[config.mk]
export PLATFORM = sky130hd
export DESIGN_NAME = acc_calibration_control_regs
export DESIGN_NICKNAME = d
export VERILOG_FILES = /design/src/hdl/acc_pkg.sv /design/src/hdl/acc_pin_map.sv /design/src/hdl/acc_calibration_control_regs.sv
export SDC_FILE = /design/constraint.sdc
export NUM_CORES = 1
export LEC_CHECK = 0
export BUFFER_PORTS_ARGS = -buffer_cell sky130_fd_sc_hd__buf_2
export CORE_UTILIZATION = 30
export CTS_CLUSTER_DIAMETER = 200
export DETAILED_ROUTE_END_ITERATION = 6
export MAX_ROUTING_LAYER = met4
export PLACE_DENSITY = 0.62
export SLEW_MARGIN = 5
export SYNTH_ARGS = -nofsm -noshare
export SYNTH_HDL_FRONTEND = slang
export SYNTH_HIERARCHICAL = 1
export SYNTH_SLANG_ARGS = --single-unit
[constraint.sdc]
create_clock -name mclk -period 3.16 [get_ports mclk]
set_input_delay 0.948 -clock mclk [delete_from_list [all_inputs] [get_ports mclk]]
set_output_delay 0.948 -clock mclk [all_outputs]
set_load 0.01 [all_outputs]
[src/hdl/acc_pkg.sv]
// package: register layout, field positions, reset values and mode codes of the calibration control block
package acc_pkg;
  localparam int unsigned REG_W = 8;
  // calibration_control bit positions
  localparam int unsigned CC_OUTSEQ = 6;
  localparam int unsigned CC_SYNC   = 5;
  localparam int unsigned CC_CALSEL = 4;
  localparam int unsigned CC_BYP_SYS_GAIN  = 3;
  localparam int unsigned CC_BYP_SYS_OFFS  = 2;
  localparam int unsigned CC_BYP_SELF_GAIN = 1;
  localparam int unsigned CC_BYP_SELF_OFFS = 0;
  localparam logic [7:0]  CC_RESET  = 8'h1C;
  localparam logic [7:0]  CC_WMASK  = 8'h7F;
  // amplifier control: enable bit and 3-bit gain code
  localparam int unsigned AMP_EN_BIT = 3;
  localparam logic [3:0]  AMP_RESET  = 4'h0;
  localparam logic [7:0]  GAIN_ONE   = 8'h01;
  // register selects on the documented port
  localparam logic [1:0]  SEL_CAL    = 2'h0;
  localparam logic [1:0]  SEL_AMP    = 2'h1;
  localparam logic [1:0]  SEQ_MODE3  = 2'h3;
  localparam int unsigned NPIN       = 6;
  localparam int unsigned NCH        = 6;
  localparam int unsigned COEF_W     = 24;
  localparam logic [5:0]  PINS_ZERO  = 6'h00;

  typedef struct packed {
    logic outSeqSelect;
    logic syncEnable;
    logic calReadbackSelect;
    logic bypassSystemGain;
    logic bypassSystemOffset;
    logic bypassSelfGain;
    logic bypassSelfOffset;
  } acc_cal_ctrl_t;

  typedef struct packed {
    logic useSystemGain;
    logic useSystemOffset;
    logic useSelfGain;
    logic useSelfOffset;
  } acc_coef_use_t;
endpackage

[src/hdl/acc_pin_map.sv]
// small memory: per-channel output pin pattern used while sequencing, registered read
module acc_pin_map (
  input  wire logic       mclk,    // clock
  input  wire logic       rst,     // async reset
  input  wire logic       wrEn,    // write strobe
  input  wire logic [2:0] wrAddr,  // channel written
  input  wire logic [5:0] wrData,  // pin pattern
  input  wire logic [2:0] rdAddr,  // channel read
  output logic      [5:0] rdData   // registered pattern
);
  logic [5:0] mem [acc_pkg::NCH];

  always_ff @(posedge mclk) begin
    if (wrEn && wrAddr < 3'(acc_pkg::NCH)) begin
      mem[wrAddr] <= wrData;
    end
  end

  // out-of-range channel reads zero rather than stale contents
  always_ff @(posedge mclk or posedge rst) begin
    if (rst) begin
      rdData <= acc_pkg::PINS_ZERO;
    end else if (rdAddr < 3'(acc_pkg::NCH)) begin
      rdData <= mem[rdAddr];
    end else begin
      rdData <= acc_pkg::PINS_ZERO;
    end
  end
endmodule // acc_pin_map

[src/hdl/acc_calibration_control_regs.sv]
// calibration and operation control register, amplifier gain code and pin output steering
// Notes on behaviour
// - sequencer mode 3 with sequencing select set: pins follow per-channel map entries.
// - sequencing select clear: pins driven directly from direction and GPIO control values.
// - in sequencer modes 1 and 2 the sequencing select bit changes nothing.
// - sync-enable bit one turns synchronization mode on, zero turns it off.
// - coefficient read returns interface value if select is one, internal value if zero.
// - system gain bypass one omits the system gain coefficient, zero applies it.
// - system offset bypass one excludes the system offset coefficient, zero includes it.
// - self gain bypass one leaves out the self gain coefficient, zero applies it.
// - self offset bypass one leaves out the self offset coefficient, zero applies it.
// - calibration control register is read/write; a read returns bits 6:0 of the last value written, bit 7 reads zero.
// - gain code acts only while amplifier enable is one; zero disables the amplifier.
module acc_calibration_control_regs (
  input  wire logic                              mclk,          // 20 MHz clock
  input  wire logic                              rst,           // async reset, high
  input  wire logic                              regWrite,      // one-cycle write strobe
  input  wire logic                              regRead,       // one-cycle read strobe
  input  wire logic [1:0]                        regSel,        // register select
  input  wire logic [7:0]                        regWdata,      // write data
  output logic      [7:0]                        regRdata,      // read data, one cycle after strobe
  input  wire logic [1:0]                        seqMode,       // sequencer mode 1..3
  input  wire logic [2:0]                        activeChannel, // channel now converting
  input  wire logic                              mapWrite,      // channel map entry write
  input  wire logic [2:0]                        mapChannel,    // channel map index
  input  wire logic [5:0]                        mapPins,       // pins for that channel
  input  wire logic [5:0]                        directPins,    // direction and GPIO ctrl values
  input  wire logic                              coefRead,      // coefficient read strobe
  input  wire logic [acc_pkg::COEF_W-1:0]        coefIface,     // interface-side coefficient
  input  wire logic [acc_pkg::COEF_W-1:0]        coefInternal,  // internally held coefficient
  output logic      [acc_pkg::COEF_W-1:0]        coefRdata,     // coefficient readback
  output logic      [5:0]                        general_output_pins, // steered output pins
  output logic                                   syncModeOn,    // synchronization mode active
  output acc_pkg::acc_coef_use_t                 coefUse,       // coefficient apply flags
  output logic                                   ampEnabled,    // amplifier running
  output logic      [7:0]                        ampGain        // linear gain 1..128
);
  acc_pkg::acc_cal_ctrl_t calibration_control_q;
  logic                   amp_enable_q;
  logic [2:0]             amp_gain_code_q;
  logic [5:0]             mapPinsRd;
  logic                   seqActive;

  // register write path
  always_ff @(posedge mclk or posedge rst) begin
    if (rst) begin
      calibration_control_q <= acc_pkg::acc_cal_ctrl_t'(acc_pkg::CC_RESET[6:0]);
    end else if (regWrite && regSel == acc_pkg::SEL_CAL) begin
      calibration_control_q <= acc_pkg::acc_cal_ctrl_t'(regWdata[6:0]);
    end
  end

  always_ff @(posedge mclk or posedge rst) begin
    if (rst) begin
      amp_enable_q    <= acc_pkg::AMP_RESET[acc_pkg::AMP_EN_BIT];
      amp_gain_code_q <= acc_pkg::AMP_RESET[2:0];
    end else if (regWrite && regSel == acc_pkg::SEL_AMP) begin
      amp_enable_q    <= regWdata[acc_pkg::AMP_EN_BIT];
      amp_gain_code_q <= regWdata[2:0];
    end
  end

  // readback; unmapped selects read zero, top bit always zero
  always_ff @(posedge mclk or posedge rst) begin
    if (rst) begin
      regRdata <= 8'h00;
    end else if (regRead) begin
      unique case (regSel)
        acc_pkg::SEL_CAL: regRdata <= {1'b0, calibration_control_q};
        acc_pkg::SEL_AMP: regRdata <= {4'h0, amp_enable_q, amp_gain_code_q};
        default:          regRdata <= 8'h00;
      endcase
    end
  end

  always_ff @(posedge mclk or posedge rst) begin
    if (rst) begin
      coefRdata <= '0;
    end else if (coefRead) begin
      coefRdata <= calibration_control_q.calReadbackSelect ? coefIface : coefInternal;
    end
  end

  always_ff @(posedge mclk or posedge rst) begin
    if (rst) begin
      syncModeOn <= 1'b0;
      // flags already match the reset register so they agree with it straight out of reset; after a write they lag it by one cycle
      coefUse    <= acc_pkg::acc_coef_use_t'(~acc_pkg::CC_RESET[3:0]);
    end else begin
      syncModeOn              <= calibration_control_q.syncEnable;
      coefUse.useSystemGain   <= ~calibration_control_q.bypassSystemGain;
      coefUse.useSystemOffset <= ~calibration_control_q.bypassSystemOffset;
      coefUse.useSelfGain     <= ~calibration_control_q.bypassSelfGain;
      coefUse.useSelfOffset   <= ~calibration_control_q.bypassSelfOffset;
    end
  end

  // a disabled amplifier reports unity so downstream never scales by a stale code
  always_ff @(posedge mclk or posedge rst) begin
    if (rst) begin
      ampEnabled <= 1'b0;
      ampGain    <= acc_pkg::GAIN_ONE;
    end else begin
      ampEnabled <= amp_enable_q;
      ampGain    <= amp_enable_q ? (acc_pkg::GAIN_ONE << amp_gain_code_q) : acc_pkg::GAIN_ONE;
    end
  end

  acc_pin_map uMap (
    .mclk   (mclk),
    .rst    (rst),
    .wrEn   (mapWrite),
    .wrAddr (mapChannel),
    .wrData (mapPins),
    .rdAddr (activeChannel),
    .rdData (mapPinsRd)
  );

  // sequencing only in mode 3; select bit ignored elsewhere
  assign seqActive = (seqMode == acc_pkg::SEQ_MODE3) && calibration_control_q.outSeqSelect;

  // map read is one cycle late; pins settle two cycles after a channel change
  always_ff @(posedge mclk or posedge rst) begin
    if (rst) begin
      general_output_pins <= acc_pkg::PINS_ZERO;
    end else if (seqActive) begin
      general_output_pins <= mapPinsRd;
    end else begin
      general_output_pins <= directPins;
    end
  end

  // register port
  a_sync_follows: assert property (@(posedge mclk) disable iff (rst)
    syncModeOn == $past(calibration_control_q.syncEnable))
    else $error("sync mode does not follow enable bit");
  a_sync_off: assert property (@(posedge mclk) disable iff (rst)
    !calibration_control_q.syncEnable |=> !syncModeOn)
    else $error("sync mode on while enable bit clear");
  a_cal_readback: assert property (@(posedge mclk) disable iff (rst)
    regRead && regSel == acc_pkg::SEL_CAL && !regWrite |=> regRdata[6:0] == $past(calibration_control_q))
    else $error("control readback mismatch");
  a_write_then_read: assert property (@(posedge mclk) disable iff (rst)
    regWrite && regSel == acc_pkg::SEL_CAL ##1 regRead && regSel == acc_pkg::SEL_CAL && !regWrite
    |=> regRdata == {1'b0, $past(regWdata[6:0], 2)})
    else $error("read does not return last write");
  a_rdata_top_bit: assert property (@(posedge mclk) disable iff (rst)
    regRead |=> !regRdata[7])
    else $error("top bit of readback not zero");
  a_rdata_holds: assert property (@(posedge mclk) disable iff (rst)
    !regRead |=> $stable(regRdata))
    else $error("read data changed without a read");
  a_cal_write_only: assert property (@(posedge mclk) disable iff (rst)
    !(regWrite && regSel == acc_pkg::SEL_CAL) |=> $stable(calibration_control_q))
    else $error("control register changed without a write");
  a_unmapped_zero: assert property (@(posedge mclk) disable iff (rst)
    regRead && regSel != acc_pkg::SEL_CAL && regSel != acc_pkg::SEL_AMP |=> regRdata == 8'h00)
    else $error("unmapped select did not read zero");

  // coefficient readback and apply flags
  a_coef_select: assert property (@(posedge mclk) disable iff (rst)
    coefRead |=> coefRdata == ($past(calibration_control_q.calReadbackSelect) ?
                               $past(coefIface) : $past(coefInternal)))
    else $error("coefficient readback wrong source");
  a_coef_holds: assert property (@(posedge mclk) disable iff (rst)
    !coefRead |=> $stable(coefRdata))
    else $error("coefficient readback changed without a read");
  a_sys_gain: assert property (@(posedge mclk) disable iff (rst)
    calibration_control_q.bypassSystemGain |=> !coefUse.useSystemGain)
    else $error("system gain applied while bypassed");
  a_sys_offset: assert property (@(posedge mclk) disable iff (rst)
    !calibration_control_q.bypassSystemOffset |=> coefUse.useSystemOffset)
    else $error("system offset not applied");
  a_self_gain: assert property (@(posedge mclk) disable iff (rst)
    coefUse.useSelfGain == !$past(calibration_control_q.bypassSelfGain))
    else $error("self gain flag wrong");
  a_self_offset: assert property (@(posedge mclk) disable iff (rst)
    coefUse.useSelfOffset == !$past(calibration_control_q.bypassSelfOffset))
    else $error("self offset flag wrong");

  // amplifier
  a_gain_code: assert property (@(posedge mclk) disable iff (rst)
    amp_enable_q && amp_gain_code_q == 3'h7 |=> ampGain == 8'h80)
    else $error("gain code 7 not 128");
  a_gain_power: assert property (@(posedge mclk) disable iff (rst)
    amp_enable_q |=> $onehot(ampGain) && ampGain[$past(amp_gain_code_q)])
    else $error("gain not two to the power of the code");
  a_gain_unity: assert property (@(posedge mclk) disable iff (rst)
    amp_enable_q && amp_gain_code_q == 3'h0 |=> ampGain == acc_pkg::GAIN_ONE)
    else $error("gain code 0 not unity");
  a_amp_off: assert property (@(posedge mclk) disable iff (rst)
    !amp_enable_q |=> ampGain == acc_pkg::GAIN_ONE && !ampEnabled)
    else $error("gain active while amplifier off");
  a_amp_follows: assert property (@(posedge mclk) disable iff (rst)
    ampEnabled == $past(amp_enable_q))
    else $error("amplifier enable output does not follow register");
  a_amp_write: assert property (@(posedge mclk) disable iff (rst)
    regWrite && regSel == acc_pkg::SEL_AMP |=>
      amp_enable_q == $past(regWdata[acc_pkg::AMP_EN_BIT]) && amp_gain_code_q == $past(regWdata[2:0]))
    else $error("amplifier register write lost");
  a_amp_readback: assert property (@(posedge mclk) disable iff (rst)
    regRead && regSel == acc_pkg::SEL_AMP && !regWrite
    |=> regRdata == {4'h0, $past(amp_enable_q), $past(amp_gain_code_q)})
    else $error("amplifier readback mismatch");

  // output pins; the edge that releases reset still shows reset pins, so it is skipped
  a_pins_direct: assert property (@(posedge mclk) disable iff (rst)
    !$past(rst) && (seqMode != acc_pkg::SEQ_MODE3 || !calibration_control_q.outSeqSelect)
    |=> general_output_pins == $past(directPins))
    else $error("pins not direct");
  a_pins_mode12: assert property (@(posedge mclk) disable iff (rst)
    !$past(rst) && seqMode != acc_pkg::SEQ_MODE3 |=> general_output_pins == $past(directPins))
    else $error("select bit acted outside mode 3");
  a_pins_map: assert property (@(posedge mclk) disable iff (rst)
    seqActive && mapWrite == 1'b0 ##1 seqActive && $stable(activeChannel)
    |=> general_output_pins == $past(mapPinsRd))
    else $error("pins not from map");

  // main scenarios
  c_seq_mode3: cover property (@(posedge mclk) disable iff (rst) seqActive ##1 seqActive);
  c_sync_on: cover property (@(posedge mclk) disable iff (rst) $rose(syncModeOn));
  c_iface_read: cover property (@(posedge mclk) disable iff (rst) coefRead && calibration_control_q.calReadbackSelect);
  c_max_gain: cover property (@(posedge mclk) disable iff (rst) ampGain == 8'h80);
  c_back_to_back: cover property (@(posedge mclk) disable iff (rst) regWrite ##1 regRead);
endmodule // acc_calibration_control_regs

Word level (Yosys, flattened, before mapping)
Memories as Yosys holds them, arrays and structs flattened.
Cells that the tools add are included.
{"block": "op_classes", "magnitude_cmp": 2, "n_mux": 7, "n_eq_ne": 2, "shifts": 1, "bitwise_logic": 4, "reduce_logical": 5}
{"cell": "24-bit 2-to-1 mux", "count": 1}
{"cell": "7-bit one-hot mux with 2 select lines", "count": 1}
{"cell": "6-bit 2-to-1 mux", "count": 2}
{"cell": "8-bit 2-to-1 mux", "count": 1}
{"cell": "1-bit by 3-bit left shift with 8-bit output (first input constant)", "count": 1}
{"cell": "3-bit < comparator (second input constant)", "count": 2}
{"cell": "1-bit logical AND", "count": 4}
{"cell": "1-bit inverter", "count": 4}
{"cell": "2-bit by 1-bit equality test with 1-bit output (second input constant)", "count": 1}
{"cell": "2-bit equality test (second input constant)", "count": 1}
{"cell": "2-bit logical NOT", "count": 1}
{"cell": "1-bit 2-to-1 mux", "count": 2}
{"block": "word_totals", "n_memories": 1, "output_inout_bits": 52, "ramBits": 36, "regBits": 69, "elab_cells": 42, "inputBits": 84}
{"memory": "uMap.mem", "words": 6, "word_bits": 6, "read_ports": 1, "rd_clocked_by_memory_dff": 0, "write_ports": 1, "line": "acc_pin_map.sv:11", "source": "logic [5:0] mem [acc_pkg::NCH];"}

Logic depth before layout (Yosys ltp)
Gate-level depths: netlist of the first run.
{"block": "depth", "depth_word": 4, "mapped_depth": 4, "depth_no_buf": 3}

Cells and area by module
Netlist of the first run, hierarchy kept.
{"module": "acc_calibration_control_regs", "cells_each": 207, "area_each_um2": 2514.9, "n_inst": 1, "seq_area_each_um2": 1559.0}
{"module": "acc_pin_map", "cells_each": 86, "area_each_um2": 1591.5, "n_inst": 1, "seq_area_each_um2": 1231.2}

Worst setup path before layout of the first run
No wires, ideal clock.
{"block": "synth_path", "kind": "input to register", "from": "input port mapChannel[1]", "to": "memory uMap.mem[4][0], enable pin", "setup_time_ns": 0.379, "arrival_time_ns": 1.657, "t_required_ns": 2.781, "n_path_buf": 0, "cell_stages": 2, "setup_slack_ns": 1.125, "path_cell_list": "nand2b_1 nor3b_1"}
{"block": "synth_via", "elab_chain_cells": 4}
{"item": "start, declared", "line": "acc_calibration_control_regs.sv:25", "source": "input wire logic [2:0] mapChannel,"}
{"item": "3-bit < comparator", "line": "acc_pin_map.sv:14", "source": "if (wrEn && wrAddr < 3'(acc_pkg::NCH)) begin"}
{"item": "1-bit logical AND", "line": "acc_pin_map.sv:14"}
{"item": "1-bit 2-to-1 mux", "line": "acc_pin_map.sv:14"}
{"item": "1-bit 2-to-1 mux (not written as such)", "line": "acc_pin_map.sv:15", "source": "mem[wrAddr] <= wrData;"}
{"item": "end, declared", "line": "acc_pin_map.sv:11"}
Several ways; a longest one is shown, not always the timed one.

Worst setup path in the final report of the first run
{"block": "layout_path", "from": "register ampGain[0]", "to": "output port ampGain[0]"}
{"item": "start, declared", "line": "acc_calibration_control_regs.sv:36", "source": "output logic [7:0] ampGain"}
{"item": "start signal, assigned", "line": "acc_calibration_control_regs.sv:102", "source": "ampGain <= acc_pkg::GAIN_ONE;"}
{"item": "start signal, assigned", "line": "acc_calibration_control_regs.sv:105", "source": "ampGain <= amp_enable_q ? (acc_pkg::GAIN_ONE << amp_gain_code_q) : acc_pkg::GAIN_ONE;"}
No word-level cell between the ends.

==> results of run 1 <==
per-stage QoR:
stage	hold WS (ns)	power (mW)	utilization
floorplan	0.370	1.91	-
global placement	0.395	2.10	0.371
detailed placement	0.400	2.12	0.371
CTS	0.410	3.32	0.395
global route	0.434	3.42	0.395
finish	0.400	3.27	0.395
layout make-up:
type                       instances  share of cell area
multi-input combinational        163               0.224
timing repair buffer             137               0.132
antenna                            1            0.000476
clock inverter                     6              0.0174
inverter                          13             0.00928
tap                              176              0.0419
clock buffer                      10              0.0436
sequential                       104               0.531
per-layer routing:
metal / GRT usage / vias up
met1: 0.143 / 1254
met3: 0.0479 / 11
li1: - / 1313
met4: 0.0380 / 0
met2: 0.215 / 113
met5: - / -
state kept, by name, summed over array words and instances, names as in the netlist:
name and flops:
uMap/mem 36, coefUse 4, coefRdata 24, amp_gain_code_q 3
syncModeOn 1, amp_enable_q 1, ampEnabled 1, uMap/rdData 6
general_output_pins 6, regRdata 7, ampGain 8, calibration_control_q 7
worst max path at each step:
| stage | to | slack (ns) |
|---|---|---|
| after floorplan | ampEnabled | 0.68 |
| after global placement | uMap/mem[0][2] | 0.94 |
| after detailed placement | uMap/mem[0][2] | 0.88 |
| after CTS | ampGain[0] | 1.21 |
| after global routing | uMap/mem[0][2] | 1.14 |
| final | ampGain[0] | 1.23 |
kinds of logic (layout without fill, tap and decap cells):
| group | after synthesis | after routing | synth area share |
|---|---|---|---|
| AOI/OAI and AO/OA | 38 | 38 | 0.0545 |
| buffers and inverters | 26 | 166 | 0.0332 |
| DFF | 104 | 104 | 0.679 |
| muxes | 63 | 63 | 0.159 |
| other | 1 | 2 | 0.000913 |
| and+or+nand+nor | 61 | 61 | 0.0731 |
power breakdown:
part           internal, mW  total [mW]  leakage, nW  switching, mW
sequential             1.54        1.64         1.13         0.0979
clock                 0.700        1.19        0.153          0.485
combinational         0.219       0.441         1.11          0.222
total                  2.46        3.27         2.39          0.805
synth_stat cells (7+ instances only):
cell type / count / area (um2)
sky130_fd_sc_hd__a21oi_1: 24 / 120
sky130_fd_sc_hd__nor2_1: 32 / 120
sky130_fd_sc_hd__dfrtp_1: 62 / 1550
sky130_fd_sc_hd__o22ai_1: 7 / 43.8
sky130_fd_sc_hd__inv_1: 13 / 48.8
sky130_fd_sc_hd__edfxtp_1: 36 / 1080
sky130_fd_sc_hd__mux2i_1: 46 / 460
sky130_fd_sc_hd__nand2b_1: 8 / 50.1
sky130_fd_sc_hd__mux2_2: 17 / 191
==> impl_summary.log, run 1 <==
[metrics] result of the run: completed
[metrics] starting DRC count in detailed routing: 73
[metrics] predominant post-synthesis flop cell: sky130_fd_sc_hd__dfrtp_1
[metrics] final wirelength: ~8500 um
[metrics] highest metal layer used by the detailed router: met4
[metrics] setup violators final: 0
[metrics] post-detailed-route DRC marker count: 0
[metrics] post-cts resize count: 0
[metrics] endpoint kind of the worst setup timing path: output port
[metrics] final max-slew violation count: 0
[metrics] category of the critical setup timing path: flop to output port
[metrics] class of the worst hold path: flop to flop
[metrics] HPWL reported at the end of detailed placement: 6390 um
[metrics] setup repair after global routing missed its margin: no
[metrics] Reg area: 2790 um2
[metrics] cell with the largest stage delay on the worst path: sky130_fd_sc_hd__dfstp_2
[metrics] level count of the clock H-tree: 3
[metrics] metal2 WL: 4130 um
[metrics] Critical Path, Cell by Cell: buf_2
[metrics] sequential cell area fraction in the yosys report: 0.679
[metrics] die area: 14200 um2
[metrics] Cell variety after synth: 27
[metrics] top fanout value on the critical path: 1
[metrics] clock-pin transition on the worst setup and hold timing paths: ~0.070 ns
[metrics] PortBufs: 133
[metrics] number of warnings reported in the yosys synthesis log: 6
[metrics] Final nets: 512
[metrics] area delta synth->final: 28.0%
[metrics] clock latency at the later pin of the worst-skew pair: 0.34 ns
[metrics] sinks on the clock net: 104
[metrics] CTS Root Buffer Type: sky130_fd_sc_hd__clkbuf_16
[metrics] highest clock frequency the design can meet: just over 500 MHz
[metrics] number of buffers between clock root and the deepest sink: 2
[metrics] final-layout setup total negative slack: 0 ns
[metrics] proportion of layout cells with a drive suffix above 1: 0.409
[metrics] worst path buffer plus inverter count: 1
[metrics] horizontal die dimension: 119 um
[metrics] residual antenna-violating net count after detailed routing: 0
[metrics] min-delay src: calibration_control_q[0]
[metrics] Endpoint, Worst Hold: coefUse[0]
[metrics] ratio of final minimum period to clock period: 0.611
[metrics] worst hold path cell count: 1
[metrics] number of top-level design ports: 136
[metrics] via density per instance: between 4 and 5
[metrics] areal power density over the cells: around 620 nW/um2
[metrics] largest incremental delay on the critical path: around 0.52 ns
[metrics] VDD IR-drop max: 0.000332 V
[metrics] minimum setup slack in the final design: 1.23 ns
[metrics] mean post-synth cell area: 14.0 um2
[metrics] total non-filler cell area in the finished layout: 5260 um2
[metrics] total CTS buffers: 9
[metrics] start point of the critical path: ampGain[0]
[metrics] Relative slew margins: 0.461
[metrics] required time of the critical path: ~2.2 ns
[metrics] arrival time of data at the critical path endpoint: approximately 0.98 ns
[metrics] most common cell after layout, fill and taps aside: sky130_fd_sc_hd__buf_2
[metrics] Die Ht: 119 um
[metrics] CTS tree: yes
[metrics] initial standard-cell utilization of the core: 0.309
[metrics] post-CTS setup-driven buffer insertion count: 0
[metrics] worst reg2reg endpoint: coefRdata[0]
[metrics] post-detailed-route wirelength per cell: 14.0 um
[metrics] routability congestion estimate: roughly 0.75
[metrics] Async S/R FF share, synth: 0.654
[metrics] total number of vias: 2691
[metrics] number of antenna violations at the first check in global routing: 1
[metrics] worst setup slack for register-to-register paths: 1.59 ns
[metrics] quantity of hold-fixing buffers added after cts: 0
[metrics] largest net degree at the start of global routing: 49
[metrics] number of max-capacitance violations reported: 0
[metrics] Worst Clk Skew: 0.00514 ns
[metrics] amount of wire on met3 after detailed routing: about 780 um
[metrics] worst-case reg-to-reg path depth: 2
[metrics] Placement Rows: between 40 and 50
[metrics] most frequent cells in the layout: 133 x sky130_fd_sc_hd__buf_2, 62 x sky130_fd_sc_hd__dfrtp_1, 46 x sky130_fd_sc_hd__mux2i_1
[metrics] wire length of the first global-routing pass: 13400 um
[metrics] overflow left after global routing: 0
[metrics] Final Instance Count excl. Fillers: 610
[metrics] post-synth design cell area: approximately 4100 um2
[metrics] cell area after placement: between 4000 and 5000 um2
[metrics] sum of routed wire segments on met1: 3530 um
[metrics] Top delay family on crit path: flip-flops
[metrics] number of fill cells in the layout: 1265
[metrics] total iterations of the first detailed-routing run: 4
[metrics] worst-margin pin slew: 0.803 ns
[metrics] kind of start point of the critical path: flop
[metrics] total nets after synthesis: approximately 380
[metrics] number of global-route vias before repair: 2723
[metrics] core area: 13300 um2
[metrics] number of hold violations in the final report: 0
[metrics] startpoint of the worst register-to-register path: calibration_control_q[4]
[metrics] count of flip-flops with a built-in enable after synthesis: 36
[metrics] final critical-path required period: 1.93 ns
[metrics] area of combinational cells with multiple inputs: 1180 um2
[metrics] global-route usage over all layers: 0.129
[metrics] total instance count after detailed placement: 593
[metrics] Worst Setup Slack post-DPL: 0.883 ns
[metrics] number of instances in the synthesized netlist: 293
[metrics] stages on the worst setup path: 1
[metrics] leakage: 2.39 nW
[metrics] flops & latches, synth: 104
Power figures use the tool's default switching activity.
==> run 2, diff against run 1 <==
Settings changed: PLACE_DENSITY 0.62 to 0.64.
Clock period 3.16 ns to 1.7 ns, I/O delays scaled along.
==> impl_summary.log, run 2 (synthesis results as in run 1) <==
[metrics] residual antenna-violating net count after detailed routing: 0
[metrics] GRT busiest layer: met2
[metrics] Placement Rows: 42
[metrics] most common cell after layout, fill and taps aside: sky130_fd_sc_hd__buf_2
[metrics] Critical Path, Cell by Cell: buf_2
[metrics] internal power component: 4.46 mW
[metrics] top fanout value on the critical path: 1
[metrics] Worst Clk Skew: ~0.009 ns
[metrics] ratio of final minimum period to clock period: 0.879
[metrics] met2 Use GR: 0.218
[metrics] initial standard-cell utilization of the core: 0.309
[metrics] number of max-capacitance violations reported: 0
[metrics] Worst Setup Slack post-DPL: 0.186 ns
[metrics] number of top-level design ports: 136
[metrics] most frequent cells in the layout: 133 x sky130_fd_sc_hd__buf_2, 62 x sky130_fd_sc_hd__dfrtp_1, 46 x sky130_fd_sc_hd__mux2i_1
[metrics] global-route track usage on met3: 0.0455
[metrics] starting DRC count in detailed routing: 150
[metrics] PortBufs: between 100 and 150
[metrics] core area: roughly 13000 um2
[metrics] part of the power in registers: 0.501
[metrics] leakage: 2.43 nW
[metrics] global-route usage over all layers: 0.132
[metrics] number of global-route vias before repair: 2787
[metrics] startpoint of the worst register-to-register path: calibration_control_q[4]
[metrics] area delta synth->final: 30.3%
[metrics] total number of vias: 2725
[metrics] total iterations of the first detailed-routing run: 3
[metrics] CTS Root Buffer Type: sky130_fd_sc_hd__clkbuf_16
[metrics] Biggest register: uMap/mem
[metrics] number of antenna violations at the first check in global routing: 1
[metrics] required time of the critical path: 1.19 ns
[metrics] post-detailed-route wirelength per cell: about 14 um
[metrics] cell with the largest stage delay on the worst path: sky130_fd_sc_hd__dfstp_2
[metrics] wire length of the first global-routing pass: 13800 um
[metrics] areal power density over the cells: between 1000 and 1500 nW/um2
[metrics] HPWL reported at the end of detailed placement: 6520 um
[metrics] total non-filler cell area in the finished layout: approximately 5400 um2
[metrics] Comb power frac: 0.152
[metrics] arrival time of data at the critical path endpoint: 0.98 ns
[metrics] post-cts resize count: 0
[metrics] total CTS buffers: 9
[metrics] largest net degree at the start of global routing: 32
[metrics] result of the run: completed
[metrics] quantity of hold-fixing buffers added after cts: 0
[metrics] die area: between 10000 and 15000 um2
[metrics] largest incremental delay on the critical path: roughly 0.52 ns
[metrics] leading registers by flop count: uMap/mem (36), coefRdata (24), ampGain (8)
[metrics] final wirelength: 8580 um
[metrics] Psw: 1.53 mW
[metrics] number of hold violations in the final report: 0
[metrics] VDD IR-drop max: between 0.0007 and 0.0008 V
[metrics] Die Ht: 119 um
[metrics] final critical-path required period: 1.49 ns
[metrics] category of the critical setup timing path: flop to output port
[metrics] kind of start point of the critical path: flop
[metrics] clock-pin transition on the worst setup and hold timing paths: 0.07 ns
[metrics] class of the worst hold path: input pin to asynchronous set/reset pin
[metrics] proportion of layout cells with a drive suffix above 1: 0.420
[metrics] final max-slew violation count: 0
[metrics] highest clock frequency the design can meet: 669 MHz
[metrics] post-layout utilization of the core: 0.403
[metrics] number of buffers between clock root and the deepest sink: 2
[metrics] met1 Usage GRT: 0.150
[metrics] clock latency at the later pin of the worst-skew pair: 0.35 ns
[metrics] worst path buffer plus inverter count: 1
[metrics] number of flip-flops in the largest register: 36
[metrics] sinks on the clock net: 104
[metrics] endpoint kind of the worst setup timing path: output port
[metrics] cell area after placement: 5050 um2
[metrics] minimum setup slack in the final design: 0.205 ns
[metrics] routability congestion estimate: 0.753
[metrics] horizontal die dimension: 119 um
[metrics] fraction of power spent switching nets: 0.256
[metrics] via density per instance: 4.42
[metrics] post-detailed-route DRC marker count: 0
[metrics] setup repair after global routing missed its margin: no
[metrics] Top delay family on crit path: flip-flops
[metrics] CTS tree: yes
[metrics] setup violators final: 0
[metrics] overflow left after global routing: 0
[metrics] start point of the critical path: coefUse[0]
[metrics] overall power consumption: 5.99 mW
[metrics] final-layout setup total negative slack: 0 ns
[metrics] level count of the clock H-tree: 3
[metrics] Final nets: around 520
[metrics] clock network fraction of total power: 0.347
[metrics] post-CTS setup-driven buffer insertion count: 0
## run 2: cell count changes in the layout (fill, tap and decap cells not counted), sizes merged
| cell | before | now |
|---|---|---|
| inv | 15 | 14 |
| buf | 137 | 144 |
| clkinv | 1 | 0 |
| clkinvlp | 1 | 4 |
| bufinv | 2 | 1 |
## run 2: cell type report
type	count	area [um2]
clock inverter	6	67.6
antenna	1	2.50
tap	176	220
timing repair buffer	144	811
fill	1291	7940
multi-input combinational	163	1180
inverter	13	52.6
sequential	104	2790
clock buffer	10	229
## run 2: stage by stage
stage               std cells  hold WS (ns)
global placement          600         0.394
CTS                       616         0.101
floorplan                 293         0.301
detailed placement        600         0.398
global route              617         0.115
finish                    617         0.101
## run 2: power by group through the flow
stage                     sequential [mW]  combinational (mW)  clock [mW]
after floorplan                      3.11               0.454           0
after global placement               3.04               0.904           0
after detailed placement             3.05               0.931           0
after CTS                            3.00               0.933        2.14
after global routing                 3.03                1.00        2.25
final                                3.00               0.911        2.08
## run 2: worst paths after layout
| kind | cells after the start | end | slack [ns] |
|---|---|---|---|
| worst min-delay path | 2 | uMap/rdData[2] | 0.10 |
| worst max-delay path | 1 | coefUse[0] | 0.21 |
| worst max register to register | 3 | coefRdata[18] | 0.48 |
| max in group asynchronous | 3 | ampGain[0] | 1.02 |
| worst min register to register | 1 | coefUse[0] | 0.41 |
| min in group mclk | 2 | general_output_pins[2] | 0.39 |
## run 2: per-layer routing
layer | part of all wire | wire length [um]
met5 | 0 | 0
met4 | 0.012 | 104
met3 | 0.074 | 631
met2 | 0.49 | 4240
met1 | 0.42 | 3600
==> run 3, diff against run 2 <==
Settings changed: CORE_MARGIN set to 10, HOLD_SLACK_MARGIN set to 0.12.
==> impl_summary.log, run 3 (synthesis results as in run 1) <==
[metrics] number of max-capacitance violations reported: 0
[metrics] number of flip-flops in the largest register: 36
[metrics] residual antenna-violating net count after detailed routing: 0
[metrics] sinks on the clock net: about 100
[metrics] largest net degree at the start of global routing: 49
[metrics] areal power density over the cells: 1100 nW/um2
[metrics] Critical Path, Cell by Cell: buf_2
[metrics] setup violators final: 0
[metrics] initial standard-cell utilization of the core: 0.308
[metrics] clock latency at the later pin of the worst-skew pair: approximately 0.35 ns
[metrics] global-route usage over all layers: 0.109
[metrics] result of the run: completed
[metrics] worst path buffer plus inverter count: 1
[metrics] level count of the clock H-tree: 3
[metrics] die area: between 15000 and 20000 um2
[metrics] number of buffers between clock root and the deepest sink: 2
[metrics] minimum setup slack in the final design: 0.186 ns
[metrics] Final Hold Slack: 0.391 ns
[metrics] required time of the critical path: 1.19 ns
[metrics] total instance count after detailed placement: 601
[metrics] horizontal die dimension: 137 um
[metrics] starting DRC count in detailed routing: 131
[metrics] category of the critical setup timing path: flop to output port
[metrics] VDD IR-drop max: roughly 0.00054 V
[metrics] most frequent cells in the layout: 133 x sky130_fd_sc_hd__buf_2, 62 x sky130_fd_sc_hd__dfrtp_1, 46 x sky130_fd_sc_hd__mux2i_1
[metrics] leakage: 2.44 nW
[metrics] top fanout value on the critical path: 1
[metrics] amount of wire on met3 after detailed routing: just under 1000 um
[metrics] sum of routed wire segments on met1: 4080 um
[metrics] Final nets: 521
[metrics] CTS Root Buffer Type: sky130_fd_sc_hd__clkbuf_16
[metrics] number of hold violations in the final report: 0
[metrics] wire length of the first global-routing pass: 15300 um
[metrics] final critical-path required period: approximately 1.5 ns
[metrics] Final Instance Count excl. Fillers: just over 600
[metrics] number of antenna violations at the first check in global routing: 0
[metrics] post-layout utilization of the core: 0.403
[metrics] area delta synth->final: 30.9%
[metrics] largest incremental delay on the critical path: approximately 0.52 ns
[metrics] core area: between 10000 and 15000 um2
[metrics] PortBufs: 133
[metrics] number of global-route vias before repair: between 2000 and 3000
[metrics] Worst Setup Slack post-DPL: around 0.19 ns
[metrics] diode insertion count for antenna repair: 0
[metrics] post-CTS setup-driven buffer insertion count: 0
[metrics] cell with the largest stage delay on the worst path: sky130_fd_sc_hd__dfstp_2
[metrics] final max-slew violation count: 0
[metrics] Biggest register: uMap/mem
[metrics] number of fill cells in the layout: 1283
[metrics] total iterations of the first detailed-routing run: 4
[metrics] overflow left after global routing: 0
[metrics] kind of start point of the critical path: flop
[metrics] ratio of final minimum period to clock period: 0.891
[metrics] proportion of layout cells with a drive suffix above 1: 0.423
[metrics] post-detailed-route DRC marker count: 0
[metrics] number of top-level design ports: 136
[metrics] Worst Clk Skew: between 0.005 and 0.006 ns
[metrics] metal2 WL: 4600 um
[metrics] final-layout setup total negative slack: 0 ns
[metrics] clock-pin transition on the worst setup and hold timing paths: approximately 0.070 ns
[metrics] CTS tree: yes
[metrics] via density per instance: roughly 4.4
[metrics] total number of vias: 2746
[metrics] most common cell after layout, fill and taps aside: sky130_fd_sc_hd__buf_2
[metrics] class of the worst hold path: input pin to flop
[metrics] Die Ht: 137 um
[metrics] highest metal layer used by the detailed router: met4
[metrics] Placement Rows: 42
[metrics] routability congestion estimate: 0.831
[metrics] setup repair after global routing missed its margin: no
[metrics] endpoint kind of the worst setup timing path: output port
[metrics] highest clock frequency the design can meet: around 660 MHz
[metrics] post-detailed-route wirelength per cell: 15.9 um
[metrics] final wirelength: 9860 um
[metrics] arrival time of data at the critical path endpoint: 1.00 ns
[metrics] leading registers by flop count: uMap/mem (36), coefRdata (24), ampGain (8)
[metrics] HPWL reported at the end of detailed placement: 7680 um
[metrics] total CTS buffers: 9
[metrics] Top delay family on crit path: flip-flops
[run 3: cell types whose count changed in the layout (fill, tap and decap cells not counted), sizes merged]
cell         before  now
buf             144  145
bufinv            1    0
clkbuf           10    9
clkinv            0    3
clkinvlp          4    3
diode             1    0
dlygate4sd3       0    1
[run 3: timing repair]
action / 4_1_cts / 5_1_grt
hold buffers: 1 / 0
endpoints found under the hold margin: 6 / 0
gates resized for setup: 0 / 0
[run 3: power breakdown]
| part | total, mW | switching, mW | internal (mW) |
|---|---|---|---|
| clock | 2.00 | 0.976 | 1.02 |
| sequential | 2.99 | 0.129 | 2.86 |
| combinational | 0.935 | 0.489 | 0.446 |
| total | 5.93 | 1.59 | 4.33 |
[run 3: routing by layer]
layer,vias up,GRT usage
met2,106,0.170
met3,18,0.0352
met5,-,-
met1,1282,0.125
li1,1340,-
met4,0,0.0498
[run 3: layout make-up]
type	count	area (um2)	share of cell area
inverters	13	52.6	0.00978
repair buffers	146	841	0.156
flip-flops and latches	104	2790	0.519
multi-input cells	163	1180	0.220
well taps	176	220	0.0410
clock buffers	9	225	0.0419
clock inverters	7	65.1	0.0121
[run 3: worst paths after layout]
path                                     startpoint                      to  slack (ns)  cells after the start
min                                   directPins[1]  general_output_pins[1]        0.39                      2
max in group asynchronous                       rst              ampGain[0]        0.42                      4
max                                      ampGain[0]              ampGain[0]        0.19                      1
min in group asynchronous                       rst          uMap/rdData[1]        0.65                      3
max reg2reg                calibration_control_q[4]            coefRdata[8]        0.47                      3
min reg2reg                calibration_control_q[5]              syncModeOn        0.40                      0
[run 3: per-stage QoR]
step	total power [mW]	instance area (um2)
2_1_floorplan	3.56	4110
3_3_place_gp	3.97	5070
3_5_place_dp	4.01	5070
4_1_cts	6.04	5370
5_1_grt	6.23	5370
6_report	5.93	5370
